--- config.mk ---
export PLATFORM = sky130hd
export DESIGN_NAME = input_change_detect_and_reset
export DESIGN_NICKNAME = d
export VERILOG_FILES = /design/src/rtl/input_change_detect_and_reset.v /design/src/rtl/strap_decode.v
export VERILOG_INCLUDE_DIRS = /design/src /design/src/rtl
export SDC_FILE = /design/constraint.sdc
export NUM_CORES = 1
export LEC_CHECK = 0
export BUFFER_PORTS_ARGS = -buffer_cell sky130_fd_sc_hd__buf_4
export CORE_ASPECT_RATIO = 1.4
export CORE_UTILIZATION = 40
export DETAILED_ROUTE_END_ITERATION = 12
export HOLD_SLACK_MARGIN = 0.03
export SYNTH_ARGS = -nofsm -noshare
export SYNTH_HDL_FRONTEND = slang
export SYNTH_SLANG_ARGS = --single-unit
--- constraint.sdc ---
create_clock -name i_clk -period 2.78 [get_ports i_clk]
set_input_delay 0.417 -clock i_clk [delete_from_list [all_inputs] [get_ports i_clk]]
set_output_delay 0.417 -clock i_clk [all_outputs]
set_load 0.01 [all_outputs]
--- src/rtl/input_change_detect_and_reset_defs.vh ---
// shared constants for the input change detector and its strap decoder
//
// Contract
// - reads return live synchronised pin levels
// - all four inputs flag every change
// - any addressed read or write clears flags
// - alert only for masked-in inputs, latched
// - default mask alerts on any input
// - next access releases alert and flags
// - reset clears detection and releases alert
// - mask resets to all four inputs enabled
// - flags read clear after reset
// - output defaults follow address straps
// - pullups chosen per input pair by straps
// - reset restores defaults, holds interface idle
// - bus abort forces serial idle state
// - bus abort leaves alert untouched
// - idle serial interface means standby
// - strap pairs; high/SDA/SCL mean pullup, high
// - straps re-decoded on every transmission
`ifndef INPUT_CHANGE_DETECT_AND_RESET_DEFS_VH
`define INPUT_CHANGE_DETECT_AND_RESET_DEFS_VH

// strap connection classes, chosen so the low strap maps to A1..A0 directly
`define CLS_GND      2'h0
`define CLS_VP       2'h1
`define CLS_SCL      2'h2
`define CLS_SDA      2'h3
// high strap class xor this gives A3..A2
`define AD2_XOR      2'h2
`define ADDR_TOP     3'h6

`define MASK_ALL     8'h3c
`define IN_MSB       5
`define IN_LSB       2

`define SYNC_W       9
// scl, sda and abort idle high, so no false edge after reset
`define SYNC_RST     9'h007
`define SETTLE_MAX   2'h3

`define BIT_LAST     3'h7
`define BIT_ZERO     3'h0
`define BIT_ONE      3'h1
`define BYTE_ZERO    8'h00

`endif

--- src/rtl/input_change_detect_and_reset.v ---
// input transition detection, latched alert, strap defaults and serial slave front end
`timescale 1ns/100ps
`include "input_change_detect_and_reset_defs.vh"
module input_change_detect_and_reset
(
  input  wire       i_clk,
  input  wire       i_arst_n,
  input  wire       i_scl,
  input  wire       i_sda,
  output reg        o_sda_out,
  output reg        o_sda_oe,
  input  wire       i_bus_abort_n,
  input  wire [3:0] i_in,
  input  wire       i_addr_strap_low,
  input  wire       i_addr_strap_high,
  output reg        o_int_n,
  output reg  [3:0] o_flags,
  output reg  [3:0] o_mask,
  output reg  [3:0] o_pullup_en,
  output reg  [3:0] o_out_default,
  output reg  [6:0] o_addr,
  output reg        o_standby
);

  localparam [6:0] ST_IDLE  = 7'h01;
  localparam [6:0] ST_ADDR  = 7'h02;
  localparam [6:0] ST_AACK  = 7'h04;
  localparam [6:0] ST_WDATA = 7'h08;
  localparam [6:0] ST_WACK  = 7'h10;
  localparam [6:0] ST_RDATA = 7'h20;
  localparam [6:0] ST_RACK  = 7'h40;

  // strap class tied to anything but ground selects pullup and default high
  function is_high_class;
    input [1:0] cls;
    begin
      is_high_class = (cls != `CLS_GND);
    end
  endfunction

  reg  [`SYNC_W-1:0] sync1_ff;
  reg  [`SYNC_W-1:0] sync2_ff;
  reg                scl_prev_ff;
  reg                sda_prev_ff;
  reg  [1:0]         settle_ff;
  reg  [6:0]         state_ff;
  reg  [2:0]         bit_ff;
  reg                done_ff;
  reg  [7:0]         rx_ff;
  reg  [7:0]         tx_ff;
  reg                rd_ff;
  reg  [3:0]         ref_ff;
  reg  [3:0]         in_prev_ff;
  reg  [7:0]         mask_ff;
  reg  [3:0]         flag_ff;
  reg                access_ff;

  wire               scl_s;
  wire               sda_s;
  wire               abort_s;
  wire [3:0]         in_s;
  wire               strap_lo_s;
  wire               strap_hi_s;
  wire               settled;
  wire               scl_rise;
  wire               scl_fall;
  wire               start_cond;
  wire               stop_cond;
  wire [1:0]         cls_lo;
  wire [1:0]         cls_hi;
  wire [6:0]         own_addr;
  wire [3:0]         mask4;
  wire [3:0]         change;
  wire [3:0]         edge_now;
  wire [7:0]         rd_byte;

  reg  [3:0]         nxt_flag;
  reg  [3:0]         nxt_ref;

  assign scl_s      = sync2_ff[0];
  assign sda_s      = sync2_ff[1];
  assign abort_s    = ~sync2_ff[2];
  assign in_s       = sync2_ff[6:3];
  assign strap_lo_s = sync2_ff[7];
  assign strap_hi_s = sync2_ff[8];
  assign settled    = (settle_ff == `SETTLE_MAX);
  assign scl_rise   = scl_s & ~scl_prev_ff;
  assign scl_fall   = ~scl_s & scl_prev_ff;
  assign start_cond = scl_s & scl_prev_ff & sda_prev_ff & ~sda_s;
  assign stop_cond  = scl_s & scl_prev_ff & ~sda_prev_ff & sda_s;
  assign own_addr   = {`ADDR_TOP, cls_hi ^ `AD2_XOR, cls_lo};
  assign mask4      = mask_ff[`IN_MSB:`IN_LSB];
  assign change     = in_s ^ ref_ff;
  assign edge_now   = in_s ^ in_prev_ff;
  // flags of I5,I4 on top, live levels in the mask positions, flags of I3,I2 below
  assign rd_byte    = {flag_ff[3:2], in_s, flag_ff[1:0]};

  // pins cross into this domain through two flops before anything reads them
  always @(posedge i_clk or negedge i_arst_n)
  begin
    if (!i_arst_n)
    begin
      sync1_ff    <= `SYNC_RST;
      sync2_ff    <= `SYNC_RST;
      scl_prev_ff <= 1'b1;
      sda_prev_ff <= 1'b1;
      settle_ff   <= 2'h0;
      in_prev_ff  <= 4'h0;
    end
    else
    begin
      sync1_ff    <= {i_addr_strap_high, i_addr_strap_low, i_in, i_bus_abort_n, i_sda, i_scl};
      sync2_ff    <= sync1_ff;
      scl_prev_ff <= scl_s;
      sda_prev_ff <= sda_s;
      in_prev_ff  <= in_s;
      if (!settled)
        settle_ff <= settle_ff + 2'h1;
    end
  end

  strap_decode u_strap_low
  (
    .i_clk     (i_clk),
    .i_arst_n  (i_arst_n),
    .i_strap   (strap_lo_s),
    .i_scl     (scl_s),
    .i_sda     (sda_s),
    .i_settled (settled),
    .i_start   (start_cond),
    .i_stop    (stop_cond),
    .o_cls_ff  (cls_lo)
  );

  strap_decode u_strap_high
  (
    .i_clk     (i_clk),
    .i_arst_n  (i_arst_n),
    .i_strap   (strap_hi_s),
    .i_scl     (scl_s),
    .i_sda     (sda_s),
    .i_settled (settled),
    .i_start   (start_cond),
    .i_stop    (stop_cond),
    .o_cls_ff  (cls_hi)
  );

  // serial slave; the abort only touches this process, never the alert
  always @(posedge i_clk or negedge i_arst_n)
  begin
    if (!i_arst_n)
    begin
      state_ff  <= ST_IDLE;
      bit_ff    <= `BIT_ZERO;
      done_ff   <= 1'b0;
      rx_ff     <= `BYTE_ZERO;
      tx_ff     <= `BYTE_ZERO;
      rd_ff     <= 1'b0;
      o_sda_oe  <= 1'b0;
      o_sda_out <= 1'b0;
      access_ff <= 1'b0;
      mask_ff   <= `MASK_ALL;
    end
    else
    begin
      access_ff <= 1'b0;
      o_sda_out <= 1'b0;
      if (abort_s || !settled)
      begin
        state_ff <= ST_IDLE;
        o_sda_oe <= 1'b0;
        done_ff  <= 1'b0;
      end
      else if (stop_cond)
      begin
        state_ff <= ST_IDLE;
        o_sda_oe <= 1'b0;
      end
      else if (start_cond)
      begin
        state_ff <= ST_ADDR;
        bit_ff   <= `BIT_ZERO;
        done_ff  <= 1'b0;
        o_sda_oe <= 1'b0;
      end
      else
      begin
        if (scl_rise && (state_ff == ST_ADDR || state_ff == ST_WDATA))
        begin
          rx_ff   <= {rx_ff[6:0], sda_s};
          bit_ff  <= bit_ff + `BIT_ONE;
          done_ff <= (bit_ff == `BIT_LAST);
        end
        if (scl_rise && state_ff == ST_RDATA)
        begin
          bit_ff  <= bit_ff + `BIT_ONE;
          done_ff <= (bit_ff == `BIT_LAST);
        end
        case (state_ff)
          ST_IDLE:
            o_sda_oe <= 1'b0;
          ST_ADDR:
            if (scl_fall && done_ff)
            begin
              done_ff <= 1'b0;
              if (rx_ff[7:1] == own_addr)
              begin
                state_ff  <= ST_AACK;
                rd_ff     <= rx_ff[0];
                o_sda_oe  <= 1'b1;
                access_ff <= 1'b1;
              end
              else
                state_ff <= ST_IDLE;
            end
          ST_AACK, ST_WACK:
            if (scl_fall)
            begin
              if (rd_ff)
              begin
                state_ff <= ST_RDATA;
                tx_ff    <= {rd_byte[6:0], 1'b0};
                o_sda_oe <= ~rd_byte[7];
              end
              else
              begin
                state_ff <= ST_WDATA;
                o_sda_oe <= 1'b0;
              end
            end
          ST_WDATA:
            if (scl_fall && done_ff)
            begin
              done_ff  <= 1'b0;
              mask_ff  <= rx_ff & `MASK_ALL;
              state_ff <= ST_WACK;
              o_sda_oe <= 1'b1;
            end
          ST_RDATA:
            if (scl_fall)
            begin
              if (done_ff)
              begin
                done_ff  <= 1'b0;
                state_ff <= ST_RACK;
                o_sda_oe <= 1'b0;
              end
              else
              begin
                o_sda_oe <= ~tx_ff[7];
                tx_ff    <= {tx_ff[6:0], 1'b0};
              end
            end
          ST_RACK:
            if (scl_rise && sda_s)
              state_ff <= ST_IDLE;
            else if (scl_rise)
              state_ff <= ST_AACK;
          default:
          begin
            state_ff <= ST_IDLE;
            o_sda_oe <= 1'b0;
          end
        endcase
      end
    end
  end

  // a change in the clearing cycle itself survives the clear
  always @*
  begin
    nxt_flag = flag_ff | change;
    nxt_ref  = ref_ff;
    if (access_ff)
    begin
      nxt_flag = edge_now;
      nxt_ref  = in_s;
    end
  end

  always @(posedge i_clk or negedge i_arst_n)
  begin
    if (!i_arst_n)
    begin
      flag_ff       <= 4'h0;
      ref_ff        <= 4'h0;
      o_flags       <= 4'h0;
      o_int_n       <= 1'b1;
      o_mask        <= 4'h0;
      o_pullup_en   <= 4'h0;
      o_out_default <= 4'h0;
      o_addr        <= 7'h00;
      o_standby     <= 1'b0;
    end
    else if (!settled)
    begin
      // reference taken once the synchroniser holds real pin levels
      ref_ff <= in_s;
    end
    else
    begin
      flag_ff       <= nxt_flag;
      ref_ff        <= nxt_ref;
      o_flags       <= nxt_flag;
      o_int_n       <= ~(|(nxt_flag & mask4));
      o_mask        <= mask4;
      o_pullup_en   <= {{2{is_high_class(cls_hi)}}, {2{is_high_class(cls_lo)}}};
      o_out_default <= {{2{is_high_class(cls_hi)}}, {2{is_high_class(cls_lo)}}};
      o_addr        <= own_addr;
      o_standby     <= (state_ff == ST_IDLE);
    end
  end

endmodule // input_change_detect_and_reset

--- src/rtl/strap_decode.v ---
// four-level address strap decoder for one strap pin
`timescale 1ns/100ps
`include "input_change_detect_and_reset_defs.vh"
module strap_decode
(
  input  wire       i_clk,
  input  wire       i_arst_n,
  input  wire       i_strap,
  input  wire       i_scl,
  input  wire       i_sda,
  input  wire       i_settled,
  input  wire       i_start,
  input  wire       i_stop,
  output reg  [1:0] o_cls_ff
);

  reg init_ff;
  reg xfer_ff;
  reg ne_scl_ff;
  reg ne_sda_ff;
  reg hi_ff;
  reg lo_ff;

  always @(posedge i_clk or negedge i_arst_n)
  begin
    if (!i_arst_n)
    begin
      o_cls_ff  <= `CLS_VP;
      init_ff   <= 1'b0;
      xfer_ff   <= 1'b0;
      ne_scl_ff <= 1'b0;
      ne_sda_ff <= 1'b0;
      hi_ff     <= 1'b0;
      lo_ff     <= 1'b0;
    end
    else
    begin
      // before any transmission a bus-tied strap looks high, like the bus itself
      if (i_settled && !init_ff)
      begin
        init_ff  <= 1'b1;
        o_cls_ff <= i_strap ? `CLS_VP : `CLS_GND;
      end
      if (i_start)
      begin
        xfer_ff   <= 1'b1;
        ne_scl_ff <= 1'b0;
        ne_sda_ff <= 1'b0;
        hi_ff     <= 1'b0;
        lo_ff     <= 1'b0;
      end
      else if (xfer_ff)
      begin
        ne_scl_ff <= ne_scl_ff | (i_strap ^ i_scl);
        ne_sda_ff <= ne_sda_ff | (i_strap ^ i_sda);
        hi_ff     <= hi_ff | i_strap;
        lo_ff     <= lo_ff | ~i_strap;
        if (i_stop)
        begin
          xfer_ff <= 1'b0;
          if (!ne_scl_ff && hi_ff && lo_ff)
            o_cls_ff <= `CLS_SCL;
          else if (!ne_sda_ff && hi_ff && lo_ff)
            o_cls_ff <= `CLS_SDA;
          else if (!lo_ff)
            o_cls_ff <= `CLS_VP;
          else
            o_cls_ff <= `CLS_GND;
        end
      end
    end
  end

endmodule // strap_decode

* Word level (Yosys, flattened, before mapping)
Index checks and enable logic that the tools add are counted. Widths: inputs -> output; s select.
Storage, ports and cells: flip-flop bits (word level) 98, input bits 11, output and inout bits 27, word-level logic and storage cells 226
Cells by class: $add $sub $neg 2, equality and inequality tests 25, muxes and demuxes 87, bitwise gates (word level) 37, reductions and logical operators 39
Operators with widths (count):
- $mux 7 | 10
- $mux 1 | 49
- $pmux 7 s6 | 1
- $mux 8 | 4
- $mux 2 | 12
- $pmux 8 s2 | 1
- $ne 5x4->1 const B | 3
- $ne 5x5->1 const B | 3
- $logic_and 1x1->1 | 14
- $not 1->1 | 14
- $mux 3 | 4
- $mux 4 | 3
- $reduce_and 6->1 | 2
- $ne 2x2->1 const B | 5
- $reduce_bool 2->1 | 5
- $ne 4x4->1 const B | 2
- $or 1x1->1 | 8
- $reduce_and 8->1 | 1
- $xor 4x4->4 | 2
- $and 1x1->1 | 7
- $eq 7x1->1 const B | 1
- $eq 7x2->1 const B | 1
- $eq 7x3->1 const B | 1
- $eq 7x4->1 const B | 1
- 25 further kinds | 36

* Longest topological paths before layout
word-level depth 11, depth in mapped cells 8, depth with buffers taken out 6

* Hierarchy
From an unflattened synthesis, not the netlist that was laid out.
Unflattened totals: cell total of the unflattened synthesis 356, area, all modules 4369.2 um^2
By module, submodules not included:
- input_change_detect_and_reset | instances 1, cells an instance 292, area an instance 3648.5 um^2
- strap_decode | instances 2, cells an instance 32, area an instance 360.3 um^2

* Least setup slack after synthesis
No wires, ideal clock.
path type reg2reg, start register state_ff[3], end register state_ff[4], library setup time 0.128 ns, arrival time 1.867 ns, data required time 2.652 ns, slack 0.786 ns, stages on the path, launching flop included 7, path buffers 1, clock period less this slack 1.994 ns, cell sequence dfrtp_1 > buf_6 > or4_4 > nor4_4 > a21oi_2 > a21oi_2 > mux2_1
On the way: word-level cells in the longest chain between the ends 6
RTL lines:
- start: declaration | line input_change_detect_and_reset.v:46 | reg [6:0] state_ff;
- start signal: assignment | line input_change_detect_and_reset.v:153 | state_ff <= ST_IDLE;
- start signal: assignment | line input_change_detect_and_reset.v:170 | state_ff <= ST_IDLE;
- start signal: assignment | line input_change_detect_and_reset.v:176 | state_ff <= ST_IDLE;
- $eq 7x3->1 or $eq 7x5->1 (tied branches) | line input_change_detect_and_reset.v:199 | case (state_ff)
- $reduce_or 2->1 | line input_change_detect_and_reset.v:199
- $pmux 7 s6 | line input_change_detect_and_reset.v:199
- $mux 7 | line input_change_detect_and_reset.v:179 | else if (start_cond)
- $mux 7 | line input_change_detect_and_reset.v:174 | else if (stop_cond)
- $mux 7 | line input_change_detect_and_reset.v:168 | if (abort_s || !settled)
Several ways; a longest one is shown, not always the timed one. A chain may end at the register's enable or synchronous reset.

* Worst setup path in the final report
start register state_ff[5], end register rx_ff[4]
On the way: word-level cells in the longest chain between the ends 4
RTL lines:
- $eq 7x2->1 or $eq 7x4->1 (tied branches) | line input_change_detect_and_reset.v:188 | if (scl_rise && (state_ff == ST_ADDR || state_ff == ST_WDATA))
- $logic_or 1x1->1 * | line input_change_detect_and_reset.v:188
- $logic_and 1x1->1 * | line input_change_detect_and_reset.v:188
- $reduce_and 4->1 (no source line) *
- end signal: assignment | line input_change_detect_and_reset.v:156 | rx_ff <= `BYTE_ZERO;
- end signal: assignment | line input_change_detect_and_reset.v:190 | rx_ff <= {rx_ff[6:0], sda_s};
- end: declaration | line input_change_detect_and_reset.v:49 | reg [7:0] rx_ff;
Mark *: on every way between the ends. The rest lies on a longest branch, timed or not.

==> flow_metrics.py <==
metrics = {
    "outcome": {
        "run_status": "complete, no violations",
    },
    "pwr": {
        "combPwrFrac": 0.169,
        "leakage_nw": 2.18,
        "total_power_mw": 3.43,
        "p_sw_mw": 0.987,
        "seqPwrFrac": 0.493,
        "ir_drop_v": 0.000427,
        "power.share.clock": 0.338,
        "power.density_mw_per_mm2": 692,
        "switching_share": 0.288,
        "power.internal_mw": 2.44,
    },
    "route": {
        "ant_nets": 0,
        "routed_wl_mm": 8.69,
        "drc": 0,
        "first_pass_iters": 4,
        "avgViaCountPerCell": 5.28,
        "drt_iter0_drc": 123,
        "dr_total_vias": 2899,
        "post_drt_wl_per_cell_um": 15.8,
    },
    "timing": {
        "fin_skew_ns": 0.00684,
        "whs_ns": 0.102,
        "setup_viol": 0,
        "drv_slew": 0,
        "period_share": 0.779,
        "fin_crit_ns": 2.16,
        "rsz0062_at_grt": "false",
        "hold_viol": 0,
        "fin_tns_setup_ns": 0,
        "slew_headroom": 0.398,
        "worstMarginPinSlew_ns": 0.903,
        "max_freq_mhz": 462,
    },
    "placement": {
        "port_buffers": 35,
        "place_congestion": 0.902,
        "dp_hpwl_mm": 6.16,
    },
    "yosys": {
        "syn_area_mm2": 0.00435,
        "synth_edf_count": 0,
        "synthCells": 383,
        "yosysWarnings": 0,
        "ys_types": 58,
        "ys_async_sr_fraction": 1.00,
        "seq_area_frac_synth": 0.557,
        "syn_area_per_cell_um2": 11.3,
        "synthFlopType": "dfrtp_1",
        "ys_ff_latch": 96,
    },
    "critical_path": {
        "crit_path_end_kind": "register",
        "ff2ff_path_depth": 4,
        "r2r_slack_ns": 0.62,
        "arrival_ns": 2.39,
        "path_class": "register to register",
        "crit_family": "simple AND/OR/NAND/NOR gates",
        "timing.critical_path.cells": "nor3_4, and3_1, nand3_1, mux2_2",
        "worst_path_max_delay_cell": "dfrtp_1",
        "worstReg2RegEnd": "rx_ff[4]$_DFFE_PN0P_",
        "reg2reg_from": "state_ff[5]$_DFFE_PN0P_",
        "max_stage_delay_ns": 0.55,
        "cp.required_ns": 3.00,
        "path_buf_inv": 0,
        "crit_path_start_kind": "register",
        "critical_path_peak_fanout": 12,
    },
    "clocking": {
        "clockBufferDepth": 2,
        "cts_inserted_buffers": 9,
        "cts_sinks": 96,
        "cts_resized": 0,
        "postCtsHoldBufs": 0,
        "path_clk_slew_ns": 0.07,
        "post-cts-setup-buffers": 0,
        "htreeDepth": 3,
        "cts_tree": "built",
        "root_buffer": "clkbuf_16",
        "clkLatencyLatePin_ns": 0.34,
    },
    "floorplanning": {
        "ios": 38,
        "die_height_um": 125,
        "coreArea_mm2": 0.0105,
        "die_w_um": 90.1,
        "die_area_mm2": 0.0113,
        "std_cell_rows": 44,
        "start_util": 0.416,
    },
    "global_routing": {
        "grt_pass1_wl_mm": 14.9,
        "grt_use_total": 0.167,
        "use_met3": 0.0243,
        "grt_pass1_vias": 2871,
        "globalRouteMet2Util": 0.271,
        "grt-ovfl-total": 0,
        "grt_max_degree": 51,
        "grt_antenna_before_repair": 0,
        "use_met1": 0.214,
        "grt_most_used_layer": "met2",
    },
    "final_layout": {
        "layout_common_cells": "dfrtp_1 (80), buf_4 (39), nand2_1 (29)",
        "n_fill_cell": 963,
        "seq_area_mm2": 0.00242,
        "antenna_cells": 0,
        "final_common_cell": "dfrtp_1",
        "synthToLayoutAreaGrowth_pct": 14.0,
        "multi_input_area_mm2": 0.00174,
        "drive_gt1_frac": 0.270,
        "layout.nets": 420,
    },
    "run": {
        "max_cap_viol_count": 0,
    },
    "worst_hold_path": {
        "min_path_type": "input port to asynchronous set/reset pin",
    },
}
==> cell usage after synthesis, types with 4 or more instances <==
library cell  number  share of area
a21oi_1           20          0.023
a31oi_1            6         0.0086
and3_1             6         0.0086
buf_2              9          0.010
buf_4              9          0.016
clkbuf_1          10         0.0086
dfrtp_1           80           0.46
dfstp_2           16          0.097
inv_1              7         0.0060
mux2_2            25          0.065
mux2i_1           10          0.023
nand2_1           29          0.025
nand2b_1           6         0.0086
nand3_1           10          0.012
nand3b_1           4         0.0069
nand4_1            4         0.0058
nor2_1            26          0.022
nor2b_1            6         0.0086
nor3_1             9          0.010
o21ai_0           17          0.020
xnor2_1           10          0.020
xor2_1             9          0.018
==> registers in the layout, summed over array words and instances, names as in the netlist, 3 cells and up <==
| signal | count |
|---|---|
| in_prev_ff | 4 |
| tx_ff | 7 |
| ref_ff | 4 |
| sync2_ff | 9 |
| sync1_ff | 9 |
| mask_ff | 4 |
| o_mask | 4 |
| bit_ff | 3 |
| state_ff | 7 |
| rx_ff | 8 |
| o_addr | 5 |
| flag_ff | 4 |
==> layer usage <==
layer / part of all wire / routed length, µm
met1: 0.44 / 3810
met2: 0.50 / 4370
met3: 0.021 / 186
met4: 0.037 / 318
met5: 0 / 0
==> layout make-up <==
class	count	area share
clock buffers	9	0.0455
clock inverters	7	0.0111
inverters	7	0.00530
multi-input cells	252	0.351
flip-flops and latches	96	0.489
well taps	138	0.0348
repair buffers	40	0.0631
==> power groups by stage <==
stage | clock network [mW] | logic (mW) | registers [mW]
floorplan | 0 | 0.418 | 1.67
global placement | 0 | 0.580 | 1.71
detailed placement | 0 | 0.585 | 1.71
CTS | 1.19 | 0.588 | 1.69
global route | 1.25 | 0.642 | 1.72
finish | 1.16 | 0.581 | 1.69
==> kinds of logic (layout without fill, tap and decap cells) <==
logic type / count (synthesis) / in the layout / synth area share
DFF: 96 / 96 / 0.557
xor gates and xnor gates: 19 / 19 / 0.0383
buffers and inverters: 36 / 63 / 0.0432
and+or+nand+nor: 120 / 120 / 0.154
AOI/OAI and AO/OA: 70 / 70 / 0.102
adders and majority gates: 4 / 4 / 0.0109
other: 1 / 2 / 0.000863
muxes: 37 / 37 / 0.0930
==> per-stage QoR <==
stage,util,cells,setup slack (ns),instance area [µm²]
floorplan,-,384,0.786,4350
global placement,0.447,533,0.675,4670
detailed placement,0.447,533,0.642,4670
CTS,0.474,549,0.625,4950
global route,0.474,549,0.432,4950
finish,0.474,549,0.615,4950
==> worst max path at each step <==
| stage | start | to | slack [ns] | cells after the start |
|---|---|---|---|---|
| 2_1_floorplan | state_ff[3]$_DFFE_PN0P_ | state_ff[4]$_DFFE_PN0P_ | 0.79 | 6 |
| 3_3_place_gp | state_ff[3]$_DFFE_PN0P_ | state_ff[4]$_DFFE_PN0P_ | 0.68 | 5 |
| 3_5_place_dp | state_ff[3]$_DFFE_PN0P_ | state_ff[4]$_DFFE_PN0P_ | 0.64 | 5 |
| 4_1_cts | state_ff[5]$_DFFE_PN0P_ | rx_ff[4]$_DFFE_PN0P_ | 0.62 | 4 |
| 5_1_grt | state_ff[5]$_DFFE_PN0P_ | rx_ff[4]$_DFFE_PN0P_ | 0.43 | 4 |
| 6_report | state_ff[5]$_DFFE_PN0P_ | rx_ff[4]$_DFFE_PN0P_ | 0.62 | 4 |
No activity file was read; power rests on OpenSTA's default activity.
